## config.mk

```make
export PLATFORM = sky130hd
export DESIGN_NAME = hic_inquiry_control
export DESIGN_NICKNAME = d
export VERILOG_FILES = /design/src/hic_pkg.sv /design/src/hic_inquiry_control.sv /design/src/hic_tick.sv /design/src/hic_seen.sv
export SDC_FILE = /design/constraint.sdc
export NUM_CORES = 1
export LEC_CHECK = 0
export BUFFER_PORTS_ARGS = -buffer_cell sky130_fd_sc_hd__buf_2
export CORE_MARGIN = 2
export CORE_UTILIZATION = 56
export CTS_BUF_LIST = sky130_fd_sc_hd__clkbuf_8
export DETAILED_ROUTE_END_ITERATION = 10
export MAX_ROUTING_LAYER = met4
export PLACE_DENSITY_LB_ADDON = 0.05
export SYNTH_ARGS = -nofsm -noshare
export SYNTH_HDL_FRONTEND = slang
export SYNTH_SLANG_ARGS = --single-unit
```

## constraint.sdc

```tcl
create_clock -name mclk -period 7.8 [get_ports mclk]
set_input_delay 1.56 -clock mclk [delete_from_list [all_inputs] [get_ports mclk]]
set_output_delay 1.56 -clock mclk [all_outputs]
set_load 0.01 [all_outputs]
```

## src/hic_pkg.sv

```systemverilog
// Constants for the inquiry command interpreter.
// Assumes one 100 MHz clock and an Avalon-MM register master.
// Functional notes
// - Opcode command field 0x0001 is the inquiry command with address part, length and limit.
// - Both commands belong to the link control group, group field 0x01.
// - An inquiry halts after its length times 1.28 s; the length must be 0x01 to 0x30.
// - A response limit of 0x00 is unlimited, otherwise the inquiry halts after that many.
// - The access code derives from the address part, which must be 0x9E8B00 to 0x9E8B3F.
// - A command status event is sent once the inquiry has really started.
// - Each responding device raises an inquiry result event.
// - A finished inquiry sends an inquiry complete event with the number of responders.
// - The inquiry command never gets a command complete event.
// - A responder is reported unless already reported or excluded by the host filter.
// - Repeat reports are optional; this block reports each of the first 8 distinct devices once per inquiry, and any later device on every response.
// - Opcode command field 0x0002 is the cancel command; it stops a running inquiry.
// - Cancel ends with a command complete event carrying status 0x00 or a failure code.
// - A cancelled inquiry never sends its inquiry complete event.
// - Each event is sent only when the host's event mask allows it.
package hic_pkg;
    localparam logic [5:0] OGF_LINK_CTRL = 6'h01;
    localparam logic [9:0] OCF_INQUIRY = 10'h001;
    localparam logic [9:0] OCF_INQ_CANCEL = 10'h002;
    localparam int OGF_LSB = 10;
    localparam logic [23:0] LAP_MIN = 24'h9E8B00;
    localparam logic [23:0] LAP_MAX = 24'h9E8B3F;
    localparam logic [7:0] LEN_MIN = 8'h01;
    localparam logic [7:0] LEN_MAX = 8'h30;
    localparam logic [7:0] NUM_UNLIMITED = 8'h00;
    localparam longint CLK_PERIOD_PS = 10000;
    localparam longint INQ_UNIT_PS = 1280000000000;
    localparam int INQ_UNIT_CYCLES = int'(INQ_UNIT_PS / CLK_PERIOD_PS);
    localparam int UNIT_W = 27;
    // Event codes and status values
    localparam logic [7:0] EVT_INQ_COMPLETE = 8'h01;
    localparam logic [7:0] EVT_INQ_RESULT = 8'h02;
    localparam logic [7:0] EVT_CMD_COMPLETE = 8'h0E;
    localparam logic [7:0] EVT_CMD_STATUS = 8'h0F;
    localparam logic [7:0] ST_OK = 8'h00;
    localparam logic [7:0] ST_UNKNOWN_CMD = 8'h01;
    localparam logic [7:0] ST_BUSY = 8'h0C;
    localparam logic [7:0] ST_BAD_PARAM = 8'h12;
    // Event mask and interrupt bit positions
    localparam int EV_STATUS = 0;
    localparam int EV_RESULT = 1;
    localparam int EV_COMPLETE = 2;
    localparam int EV_CMD_DONE = 3;
    localparam int EV_N = 4;
    localparam logic [EV_N-1:0] EVMASK_RESET = 4'hF;
    // Register byte offsets
    localparam logic [5:0] REG_CMD = 6'h00;
    localparam logic [5:0] REG_LAP = 6'h04;
    localparam logic [5:0] REG_PARAM = 6'h08;
    localparam logic [5:0] REG_EVMASK = 6'h0C;
    localparam logic [5:0] REG_STATUS = 6'h10;
    localparam logic [5:0] REG_IRQ_STAT = 6'h14;
    localparam logic [5:0] REG_IRQ_CLR = 6'h18;
    localparam logic [5:0] REG_IRQ_EN = 6'h1C;
    localparam logic [5:0] REG_FILT_LO = 6'h20;
    localparam logic [5:0] REG_FILT_HI = 6'h24;
    localparam int FILT_EN_BIT = 16;
    localparam int SEEN_DEPTH = 8;
    typedef enum logic {HIC_IDLE, HIC_SCAN} hic_state_e;
endpackage : hic_pkg

```

## src/hic_inquiry_control.sv

```systemverilog
// Inquiry and cancel command interpreter with an Avalon-MM register slave.
// Assumes the radio offers responses by valid/ready and the host takes events by valid/ready.
//
// Register access over Avalon-MM and the register addresses are this design's own decisions.
`timescale 1ns/1ps
module hic_inquiry_control #(
    parameter int UNIT_CYCLES = hic_pkg::INQ_UNIT_CYCLES
) (
    input wire logic mclk,
    input wire logic nrst,
    input wire logic ce,
    input wire logic [5:0] address,
    input wire logic read,
    input wire logic write,
    input wire logic [31:0] writedata,
    output logic [31:0] readdata,
    output logic waitrequest,
    input wire logic rspValid,
    input wire logic [47:0] rspAddr,
    output logic rspReady,
    output logic inqActive,
    output logic [23:0] inqLap,
    output logic evtValid,
    output logic [7:0] evtCode,
    output logic [7:0] evtStatus,
    output logic [47:0] evtData,
    input wire logic evtReady,
    output logic irq
);
    import hic_pkg::*;

    hic_state_e state;
    logic ackQ;
    logic [15:0] cmdOpcode;
    logic cmdPending;
    logic [23:0] lapReg;
    logic [7:0] lenReg;
    logic [7:0] numReg;
    logic [7:0] runLen;
    logic [7:0] runNum;
    logic [7:0] respCnt;
    logic [7:0] lastStatus;
    logic [EV_N-1:0] evMask;
    logic [EV_N-1:0] irqStat;
    logic [EV_N-1:0] irqEn;
    logic [47:0] filtAddr;
    logic filtEn;

    // Bus handshake: one wait cycle, command writes stall while one is pending
    wire req = read || write;
    wire cmdBlocked = write && (address == REG_CMD) && cmdPending;
    assign waitrequest = req && (!ackQ || cmdBlocked);
    wire wrDone = write && ackQ && !cmdBlocked;
    wire wrCmd = wrDone && (address == REG_CMD);
    wire wrLap = wrDone && (address == REG_LAP);
    wire wrParam = wrDone && (address == REG_PARAM);
    wire wrMask = wrDone && (address == REG_EVMASK);
    wire wrClr = wrDone && (address == REG_IRQ_CLR);
    wire wrIrqEn = wrDone && (address == REG_IRQ_EN);
    wire wrFiltLo = wrDone && (address == REG_FILT_LO);
    wire wrFiltHi = wrDone && (address == REG_FILT_HI);

    wire [31:0] statusWord = {8'h00, lastStatus, respCnt, 7'h00, state == HIC_SCAN};
    wire [31:0] readMux =
        (address == REG_CMD) ? {16'h0000, cmdOpcode} :
        (address == REG_LAP) ? {8'h00, lapReg} :
        (address == REG_PARAM) ? {16'h0000, numReg, lenReg} :
        (address == REG_EVMASK) ? {28'h0000000, evMask} :
        (address == REG_STATUS) ? statusWord :
        (address == REG_IRQ_STAT) ? {28'h0000000, irqStat} :
        (address == REG_IRQ_EN) ? {28'h0000000, irqEn} :
        (address == REG_FILT_LO) ? filtAddr[31:0] :
        (address == REG_FILT_HI) ? {15'h0000, filtEn, filtAddr[47:32]} :
        32'h00000000;

    // Command decode
    wire [5:0] cmdOgf = cmdOpcode[15:OGF_LSB];
    wire [9:0] cmdOcf = cmdOpcode[9:0];
    wire isLinkCtl = (cmdOgf == OGF_LINK_CTRL);
    wire isInquiry = isLinkCtl && (cmdOcf == OCF_INQUIRY);
    wire isCancel = isLinkCtl && (cmdOcf == OCF_INQ_CANCEL);
    wire lapOk = (lapReg >= LAP_MIN) && (lapReg <= LAP_MAX);
    wire lenOk = (lenReg >= LEN_MIN) && (lenReg <= LEN_MAX);
    wire scanning = (state == HIC_SCAN);

    // Event slot is free when nothing waits or the host takes it now
    wire slotFree = !evtValid || evtReady;
    wire doCmd = ce && cmdPending && slotFree;
    wire startInq = doCmd && isInquiry && lapOk && lenOk && !scanning;
    wire cancelInq = doCmd && isCancel && scanning;
    wire timeUp;

    // Responses
    wire seenHit;
    wire filtMiss = filtEn && (rspAddr != filtAddr);
    // Limit counts reported devices; halt follows once the last result is out
    wire limitHit = (runNum != NUM_UNLIMITED) && (respCnt == runNum);
    assign rspReady = scanning && slotFree && !cmdPending && !timeUp && !limitHit;
    wire rspTake = ce && rspValid && rspReady;
    wire rspNew = rspTake && !seenHit && !filtMiss;
    wire [7:0] nextCnt = respCnt + 8'h01;
    wire halt = ce && scanning && !cmdPending && slotFree && (timeUp || limitHit);

    // Status for the command being handled
    logic [7:0] cmdSt;
    always_comb begin
        if (!isLinkCtl || !(isInquiry || isCancel)) begin
            cmdSt = ST_UNKNOWN_CMD;
        end else if (isInquiry && !(lapOk && lenOk)) begin
            cmdSt = ST_BAD_PARAM;
        end else if (isInquiry && scanning) begin
            cmdSt = ST_BUSY;
        end else if (isCancel && !scanning) begin
            cmdSt = ST_BUSY;
        end else begin
            cmdSt = ST_OK;
        end
    end

    // Next event selection; priority command, then halt, then result
    logic evLoad;
    logic [EV_N-1:0] evKind;
    logic [7:0] next_evtCode;
    logic [7:0] next_evtStatus;
    logic [47:0] next_evtData;
    always_comb begin
        evKind = '0;
        next_evtCode = EVT_CMD_STATUS;
        next_evtStatus = cmdSt;
        next_evtData = {32'h00000000, cmdOpcode};
        if (doCmd && isCancel) begin
            evKind[EV_CMD_DONE] = 1'b1;
            next_evtCode = EVT_CMD_COMPLETE;
        end else if (doCmd) begin
            evKind[EV_STATUS] = 1'b1;
        end else if (halt) begin
            evKind[EV_COMPLETE] = 1'b1;
            next_evtCode = EVT_INQ_COMPLETE;
            next_evtStatus = ST_OK;
            next_evtData = {40'h0000000000, respCnt};
        end else if (rspNew) begin
            evKind[EV_RESULT] = 1'b1;
            next_evtCode = EVT_INQ_RESULT;
            next_evtStatus = 8'h01;
            next_evtData = rspAddr;
        end
        evLoad = |(evKind & evMask);
    end

    hic_tick #(
        .UNIT_CYCLES(UNIT_CYCLES)
    ) u_tick (
        .mclk(mclk),
        .nrst(nrst),
        .ce(ce),
        .start(startInq),
        .run(scanning),
        .length(runLen),
        .expired(timeUp)
    );

    hic_seen u_seen (
        .mclk(mclk),
        .nrst(nrst),
        .ce(ce),
        .clear(startInq),
        .insert(rspNew),
        .addr(rspAddr),
        .hit(seenHit)
    );

    assign inqActive = scanning;
    assign inqLap = lapReg;
    assign irq = |(irqStat & irqEn);

    // Bus registers
    always_ff @(posedge mclk) begin
        if (!nrst) begin
            ackQ <= 1'b0;
            readdata <= 32'h00000000;
        end else if (ce) begin
            ackQ <= req && !ackQ && !cmdBlocked;
            if (read && !ackQ) begin
                readdata <= readMux;
            end
        end
    end

    always_ff @(posedge mclk) begin
        if (!nrst) begin
            cmdOpcode <= 16'h0000;
            lapReg <= LAP_MIN;
            lenReg <= LEN_MIN;
            numReg <= NUM_UNLIMITED;
            evMask <= EVMASK_RESET;
            irqEn <= '0;
            filtAddr <= 48'h000000000000;
            filtEn <= 1'b0;
        end else if (ce) begin
            if (wrCmd) cmdOpcode <= writedata[15:0];
            if (wrLap) lapReg <= writedata[23:0];
            if (wrParam) begin
                lenReg <= writedata[7:0];
                numReg <= writedata[15:8];
            end
            if (wrMask) evMask <= writedata[EV_N-1:0];
            if (wrIrqEn) irqEn <= writedata[EV_N-1:0];
            if (wrFiltLo) filtAddr[31:0] <= writedata;
            if (wrFiltHi) begin
                filtAddr[47:32] <= writedata[15:0];
                filtEn <= writedata[FILT_EN_BIT];
            end
        end
    end

    // Sticky interrupt bits; a new event wins over a clear
    always_ff @(posedge mclk) begin
        if (!nrst) begin
            irqStat <= '0;
        end else if (ce) begin
            irqStat <= (irqStat & ~(wrClr ? writedata[EV_N-1:0] : '0)) | (evKind & evMask);
        end
    end

    // Command pending flag
    always_ff @(posedge mclk) begin
        if (!nrst) begin
            cmdPending <= 1'b0;
        end else if (ce) begin
            if (wrCmd) begin
                cmdPending <= 1'b1;
            end else if (doCmd) begin
                cmdPending <= 1'b0;
            end
        end
    end

    // Inquiry state; cancel ends without an inquiry complete event
    always_ff @(posedge mclk) begin
        if (!nrst) begin
            state <= HIC_IDLE;
            runLen <= LEN_MIN;
            runNum <= NUM_UNLIMITED;
            respCnt <= 8'h00;
            lastStatus <= ST_OK;
        end else if (ce) begin
            if (doCmd) begin
                lastStatus <= cmdSt;
            end
            case (state)
                HIC_IDLE: begin
                    if (startInq) begin
                        state <= HIC_SCAN;
                        runLen <= lenReg;
                        runNum <= numReg;
                        respCnt <= 8'h00;
                    end
                end
                HIC_SCAN: begin
                    if (cancelInq) begin
                        state <= HIC_IDLE;
                    end else if (halt) begin
                        state <= HIC_IDLE;
                    end else if (rspNew) begin
                        respCnt <= nextCnt;
                    end
                end
                default: state <= HIC_IDLE;
            endcase
        end
    end

    // Event output slot
    always_ff @(posedge mclk) begin
        if (!nrst) begin
            evtValid <= 1'b0;
            evtCode <= 8'h00;
            evtStatus <= 8'h00;
            evtData <= 48'h000000000000;
        end else if (ce) begin
            if (evLoad) begin
                evtValid <= 1'b1;
                evtCode <= next_evtCode;
                evtStatus <= next_evtStatus;
                evtData <= next_evtData;
            end else if (evtReady) begin
                evtValid <= 1'b0;
            end
        end
    end
endmodule : hic_inquiry_control

```

## src/hic_tick.sv

```systemverilog
// Inquiry duration timer in 1.28 s units.
// Assumes start and run come from the controller state machine.
`timescale 1ns/1ps
module hic_tick #(
    parameter int UNIT_CYCLES = hic_pkg::INQ_UNIT_CYCLES
) (
    input wire logic mclk,
    input wire logic nrst,
    input wire logic ce,
    input wire logic start,
    input wire logic run,
    input wire logic [7:0] length,
    output logic expired
);
    import hic_pkg::*;
    logic [UNIT_W-1:0] cycCnt;
    logic [7:0] unitCnt;
    wire unitEnd = (cycCnt == UNIT_W'(UNIT_CYCLES - 1));
    wire [7:0] nextUnit = unitCnt + 8'h01;

    assign expired = run && unitEnd && (nextUnit == length);

    always_ff @(posedge mclk) begin
        if (!nrst || start) begin
            cycCnt <= '0;
            unitCnt <= 8'h00;
        end else if (ce && run && !expired) begin
            // Hold at the limit until the halt is taken; a busy slot must not lose it
            cycCnt <= unitEnd ? '0 : cycCnt + UNIT_W'(1);
            if (unitEnd) begin
                unitCnt <= nextUnit;
            end
        end
    end
endmodule : hic_tick

```

## src/hic_seen.sv

```systemverilog
// Table of device addresses already reported in the current inquiry.
// Assumes clear at inquiry start; a full table stops recording.
`timescale 1ns/1ps
module hic_seen (
    input wire logic mclk,
    input wire logic nrst,
    input wire logic ce,
    input wire logic clear,
    input wire logic insert,
    input wire logic [47:0] addr,
    output logic hit
);
    import hic_pkg::*;
    logic [47:0] entry [SEEN_DEPTH];
    logic [SEEN_DEPTH-1:0] used;
    logic [$clog2(SEEN_DEPTH):0] fill;
    logic [SEEN_DEPTH-1:0] match;

    always_comb begin
        for (int i = 0; i < SEEN_DEPTH; i++) begin
            match[i] = used[i] && (entry[i] == addr);
        end
    end
    assign hit = |match;

    always_ff @(posedge mclk) begin
        if (!nrst || clear) begin
            used <= '0;
            fill <= '0;
        end else if (ce && insert && !hit && fill < SEEN_DEPTH) begin
            entry[fill[$clog2(SEEN_DEPTH)-1:0]] <= addr;
            used[fill[$clog2(SEEN_DEPTH)-1:0]] <= 1'b1;
            fill <= fill + 1'b1;
        end
    end
endmodule : hic_seen

```

; ---- Word level (Yosys, flattened, before mapping)
; Memory sizes are Yosys's and may differ from the RTL's.
; Index checks and enable logic that the tools add are counted.
[totals]
register_bits = 296
mem_bits_rw = 384
inputBits = 93
out_inout_bits = 125
word_cells = 228
memories = 1
[classes]
add_sub_neg = 4
n_lt_le_gt_ge = 7
n_eq_ne = 28
mux = 52
n_bitwise = 7
n_reduce_logical = 103
[memory_table]
columns = memory, words, word_bits, rd, rd_ports_with_merged_regs, wr, line_no
row1 = u_seen.entry, 8, 48, 8, 0, 1, hic_seen.sv:14  ; logic [47:0] entry [SEEN_DEPTH];
[op_table]
columns = operator, count
row1 = $eq 48x48->1, 8
row2 = $mux 32, 8
row3 = $mux 48, 4
row4 = $mux 8, 9
row5 = $logic_and 1x1->1, 61
row6 = $ne 48x48->1, 1
row7 = $mux 4, 7
row8 = $add 27x1->27 const B, 1
row9 = $eq 27x14->1 const B, 1
row10 = $mux 27, 1
row11 = $reduce_and 2->1, 13
row12 = $eq 6x5->1 const B, 4
row13 = $ge 24x24->1 const B, 1
row14 = $le 24x24->1 const B, 1
row15 = $mux 17, 1
row16 = $add 8x1->8 const B, 2
row17 = $eq 8x8->1, 2
row18 = $mux 1, 16
row19 = $pmux 8 s2, 1
row20 = $logic_not 1->1, 13
row21 = $and 4x4->4, 3
row22 = $eq 6x4->1 const B, 2
row23 = $eq 6x6->1 const B, 2
row24 = $eq 10x1->1 const B, 1
row25 = other kinds (28), 38

; ---- Logic depth before layout (Yosys ltp)
[logic_depth]
depth_word = 17
depth_mapped = 13
ltp_nobuf = 11

; ---- Cells and area by module
; Synthesis repeated with hierarchy kept, for this count alone.
[hier_totals]
cells_unflattened = 2462
area_unflattened_um2 = 29051.6
[by_module_without_submodules]
columns = module, n_inst, cells_each, area_per_inst_um2, seq_area_each_um2
row1 = hic_seen, 1, 1046, 16777.3, 11771.3
row2 = hic_inquiry_control, 1, 1165, 10222.3, 4684.5
row3 = hic_tick, 1, 251, 2052.0, 700.7

; ---- Worst setup path before layout
; OpenSTA, ideal clock, no wires.
[synth_path]
path_kind = input -> register
from = input port rspAddr[10]
to = memory u_seen.entry[0][0], enable pin
setup_ns = 0.513
arrival_time_ns = 6.980
required_ns = 7.287
slack_ns = 0.308
stages = 12
path_buffers = 3
cell_sequence = buf_2 -> xor2_1 -> nor4_1 -> nand4_1 -> o31ai_1 -> o2111ai_1 -> nor4_4 -> and2_1 -> buf_2 -> buf_2 -> nand3_1 -> nor3_1
[synth_between]
elab_chain_cells = 12
word_cells_on_any_way = 29
classes_between = 9 x eq/ne / 3 x mux / 17 x reduce/logical
[synth_rtl]
columns = item, line_no
row1 = "start, declared", hic_inquiry_control.sv:19  ; input wire logic [47:0] rspAddr,
row2 = $eq 48x48->1, hic_seen.sv:21  ; match[i] = used[i] && (entry[i] == addr);
row3 = $logic_and 1x1->1, hic_seen.sv:21
row4 = $reduce_or 8->1, hic_seen.sv:24  ; assign hit = |match;
row5 = $logic_not 1->1, "hic_inquiry_control.sv:100, hic_seen.sv:30"
row6 = $logic_and 1x1->1 (2 in series), hic_inquiry_control.sv:100  ; wire rspNew = rspTake && !seenHit && !filtMiss;
row7 = $logic_and 1x1->1, hic_seen.sv:30  ; end else if (ce && insert && !hit && fill < SEEN_DEPTH) begin
row8 = $logic_and 1x1->1 (*) (2 in series), hic_seen.sv:30
row9 = $mux 1 (*), hic_seen.sv:30
row10 = $mux 1 (*), hic_seen.sv:27  ; if (!nrst || clear) begin
row11 = $mux 1 (implied by the code) (*), hic_seen.sv:31  ; entry[fill[$clog2(SEEN_DEPTH)-1:0]] <= addr;
row12 = "end, declared", hic_seen.sv:14
; Every way passes the cells marked *; elsewhere a longest branch is shown, timed or not.

; ---- Worst setup path in the final report
[layout_path]
from = input port rspAddr[25]
to = memory u_seen.entry[3][22], enable pin
; The elaborated chain is that of the path after synthesis.

==> flow_metrics.py <==
metrics = {
    "clock_tree": {
        "clock-sinks": 665,
        "holdBufCountCts": 0,
        "cts_resized": 0,
        "cts_buffers": 108,
        "cts_buffer_depth": 3,
        "cts_tree": "done",
        "htreeDepth": 3,
        "post_cts_buffers": 0,
        "cts_root_buffer": "clkbuf_8",
        "cts.clk_slew.worst_paths_ns": 0.05,
        "clk_latency_ns": 0.72,
    },
    "outcome": {
        "status": "finished, final reports clean",
    },
    "sta": {
        "finalHoldViolations": 0,
        "setup_viol": 0,
        "layout_setup_ws_ns": 2.430,
        "post-route-period-util_pct": 68.84,
        "hold_slack_ns": 0.4480,
        "skew_ns": 0.02532,
        "tns_ns": 0,
        "max_freq_mhz": 186.2,
        "slew_violations": 0,
        "min_period_ns": 5.370,
        "tightest_slew_ns": 1.231,
        "slew_headroom_pct": 17.74,
        "rsz0062_at_grt": "no",
    },
    "power_and_ir_drop": {
        "p_leak_nw": 11.18,
        "irDropWorstVdd_mv": 0.1591,
        "p_per_area_mw_per_mm2": 215.4,
    },
    "grt": {
        "gr-total-overflow": 0,
        "grt_max_degree": 70,
        "grt_pass1_vias": 20487,
        "grt_pass1_wl_mm": 136.4,
        "antenna_found_initial": 1,
        "track_usage_pct": 36.15,
    },
    "route": {
        "wl_met2_mm": 44.50,
        "drtAntennaViolNets": 0,
        "route.met3.wl_mm": 7.446,
        "drc": 0,
        "top_layer_used": "met4",
        "first_pass_iters": 7,
        "routed_wl_mm": 92.80,
        "dr_total_vias": 21480,
        "drt-initial-drc-count": 2461,
        "viasPerCell": 6.064,
        "wl_met1_mm": 37.11,
        "wl_per_cell_um": 26.20,
    },
    "die": {
        "die_h_um": 230.1,
        "start_util_pct": 56.92,
        "die_x_um": 230.1,
        "die-area_mm2": 0.05293,
        "core_mm2": 0.05027,
        "io_pins": 218,
        "row_count": 82,
    },
    "finish": {
        "antenna_cells": 0,
        "final_common_cell": "edfxtp_1",
        "mostFrequentLayoutCells": "384 x edfxtp_1, 331 x nand2_1, 304 x xnor2_1, 281 x dfxtp_1, 211 x a21oi_1",
        "area_delta_synth_final_pct": 12.86,
        "drive_gt1_share_pct": 14.67,
        "fillers": 4070,
        "nNetsFinal": 2891,
    },
    "yosys": {
        "syn_inst": 2578,
        "synth_seq_cells": 665,
        "synth_area_mm2": 0.02862,
        "async_flop_share_pct": 0,
        "synth_top_flop_cell": "edfxtp_1",
        "avgSynthCellArea_um2": 11.10,
        "synth_edf_count": 384,
        "synth-seq-area-share_pct": 59.95,
        "ys_types": 66,
        "yosysWarnings": 0,
    },
    "placed_design": {
        "dp_hpwl_mm": 63.19,
        "gp_congestion": 0.9868,
        "place_ws_ns": 1.698,
        "port_buffers": 210,
    },
    "setup_path": {
        "worst_setup_path_end_kind": "register",
        "arrival_ns": 5.75,
        "worstSetupPathType": "in -> reg",
        "crit_required_ns": 8.18,
        "critPathLaunchType": "primary input",
        "path_max_fanout": 28,
    },
    "flow_run": {
        "maxCapViolations": 0,
    },
    "min_path": {
        "hold_path.class": "reg -> reg",
    },
}
[Yosys cell counts, drive strengths merged (10+ instances only)]
cell type	count	area, um^2
mux2i	23	230.2
xor2	142	1244
nor4	65	421.7
inv	46	172.7
nor2	121	456.7
or3	17	106.4
a221oi	17	155.1
buf	77	416.7
nand2b	14	87.58
nand3	107	535.5
clkbuf	89	334.1
nand4	90	563.0
a22oi	13	97.59
a21oi	211	1056
o21ai	58	290.3
edfxtp	384	11530
dfxtp	281	5625
and3	10	62.56
nor3	42	210.2
nand2	331	1242
a221o	11	110.1
a222oi	14	140.1
a31oi	20	125.1
xnor2	304	2663
[kinds of logic after synthesis]
family | after synthesis | synth area share, %
other cells | 1 | 0.01310
mux | 24 | 0.8439
simple gates | 832 | 13.80
fa+ha+maj | 5 | 0.2186
flops | 665 | 59.95
buf+inv | 212 | 3.227
compound gates | 393 | 8.290
xor+xnor | 446 | 13.65
[registers in the layout (all words and copies together) (netlist names), 16 cells and up]
register,count
filtAddr,48
u_tick.cycCnt,27
readdata,32
evtData,48
u_seen.entry,384
inqLap,24
cmdOpcode,16
[cell type report]
| class | instances | area (um^2) | area share, % |
|---|---|---|---|
| sequential | 665 | 17160 | 53.12 |
| clock inverter | 66 | 332.8 | 1.031 |
| multi-input combinational | 1707 | 10650 | 32.97 |
| clock buffer | 121 | 1665 | 5.157 |
| tap | 672 | 840.8 | 2.603 |
| inverter | 46 | 177.7 | 0.5501 |
| timing repair buffer | 265 | 1476 | 4.572 |
[worst max-delay path, cell delays in order]
cell,delay [ns]
buf_2,0.55
xor2_1,0.13
nor4_1,0.30
nand4_1,0.14
o31ai_1,0.35
o2111ai_1,0.26
nor4_4,0.61
and2_2,0.29
nand3_1,0.31
nor2_4,0.76
buf_4,0.42
[worst paths after layout]
path / slack (ns) / cells past startpoint / to / startpoint
worst max register to register: 2.98 / 10 / u_seen.entry[3][22] / filtAddr[36]
worst min register to register: 0.45 / 2 / readdata[26] / readdata[26]
worst min-delay path: 0.45 / 2 / readdata[26] / readdata[26]
worst max-delay path: 2.43 / 11 / u_seen.entry[3][22] / rspAddr[25]
[layer usage]
| layer | up-vias | GRT usage, % |
|---|---|---|
| met5 | - | - |
| met4 | 0 | 13.57 |
| met3 | 194 | 6.163 |
| met2 | 1048 | 57.87 |
| met1 | 10636 | 46.36 |
| li1 | 9602 | - |
[report_power, final]
group	switching (W)	internal [W]
logic	0.000274	0.000110
clock network	0.00138	0.00147
registers	0.00000498	0.00371
total	0.00166	0.00530
[per-stage QoR]
step                power, W  instance area [um^2]  util (%)  cells
global placement    0.004167                 30300     60.27   3355
global route        0.007165                 32300     64.24   3542
finish              0.006957                 32300     64.24   3542
detailed placement  0.004171                 30300     60.27   3355
floorplan           0.003991                 28640         -   2584
CTS                 0.006987                 32300     64.24   3542
Power figures use the tool's default switching activity.
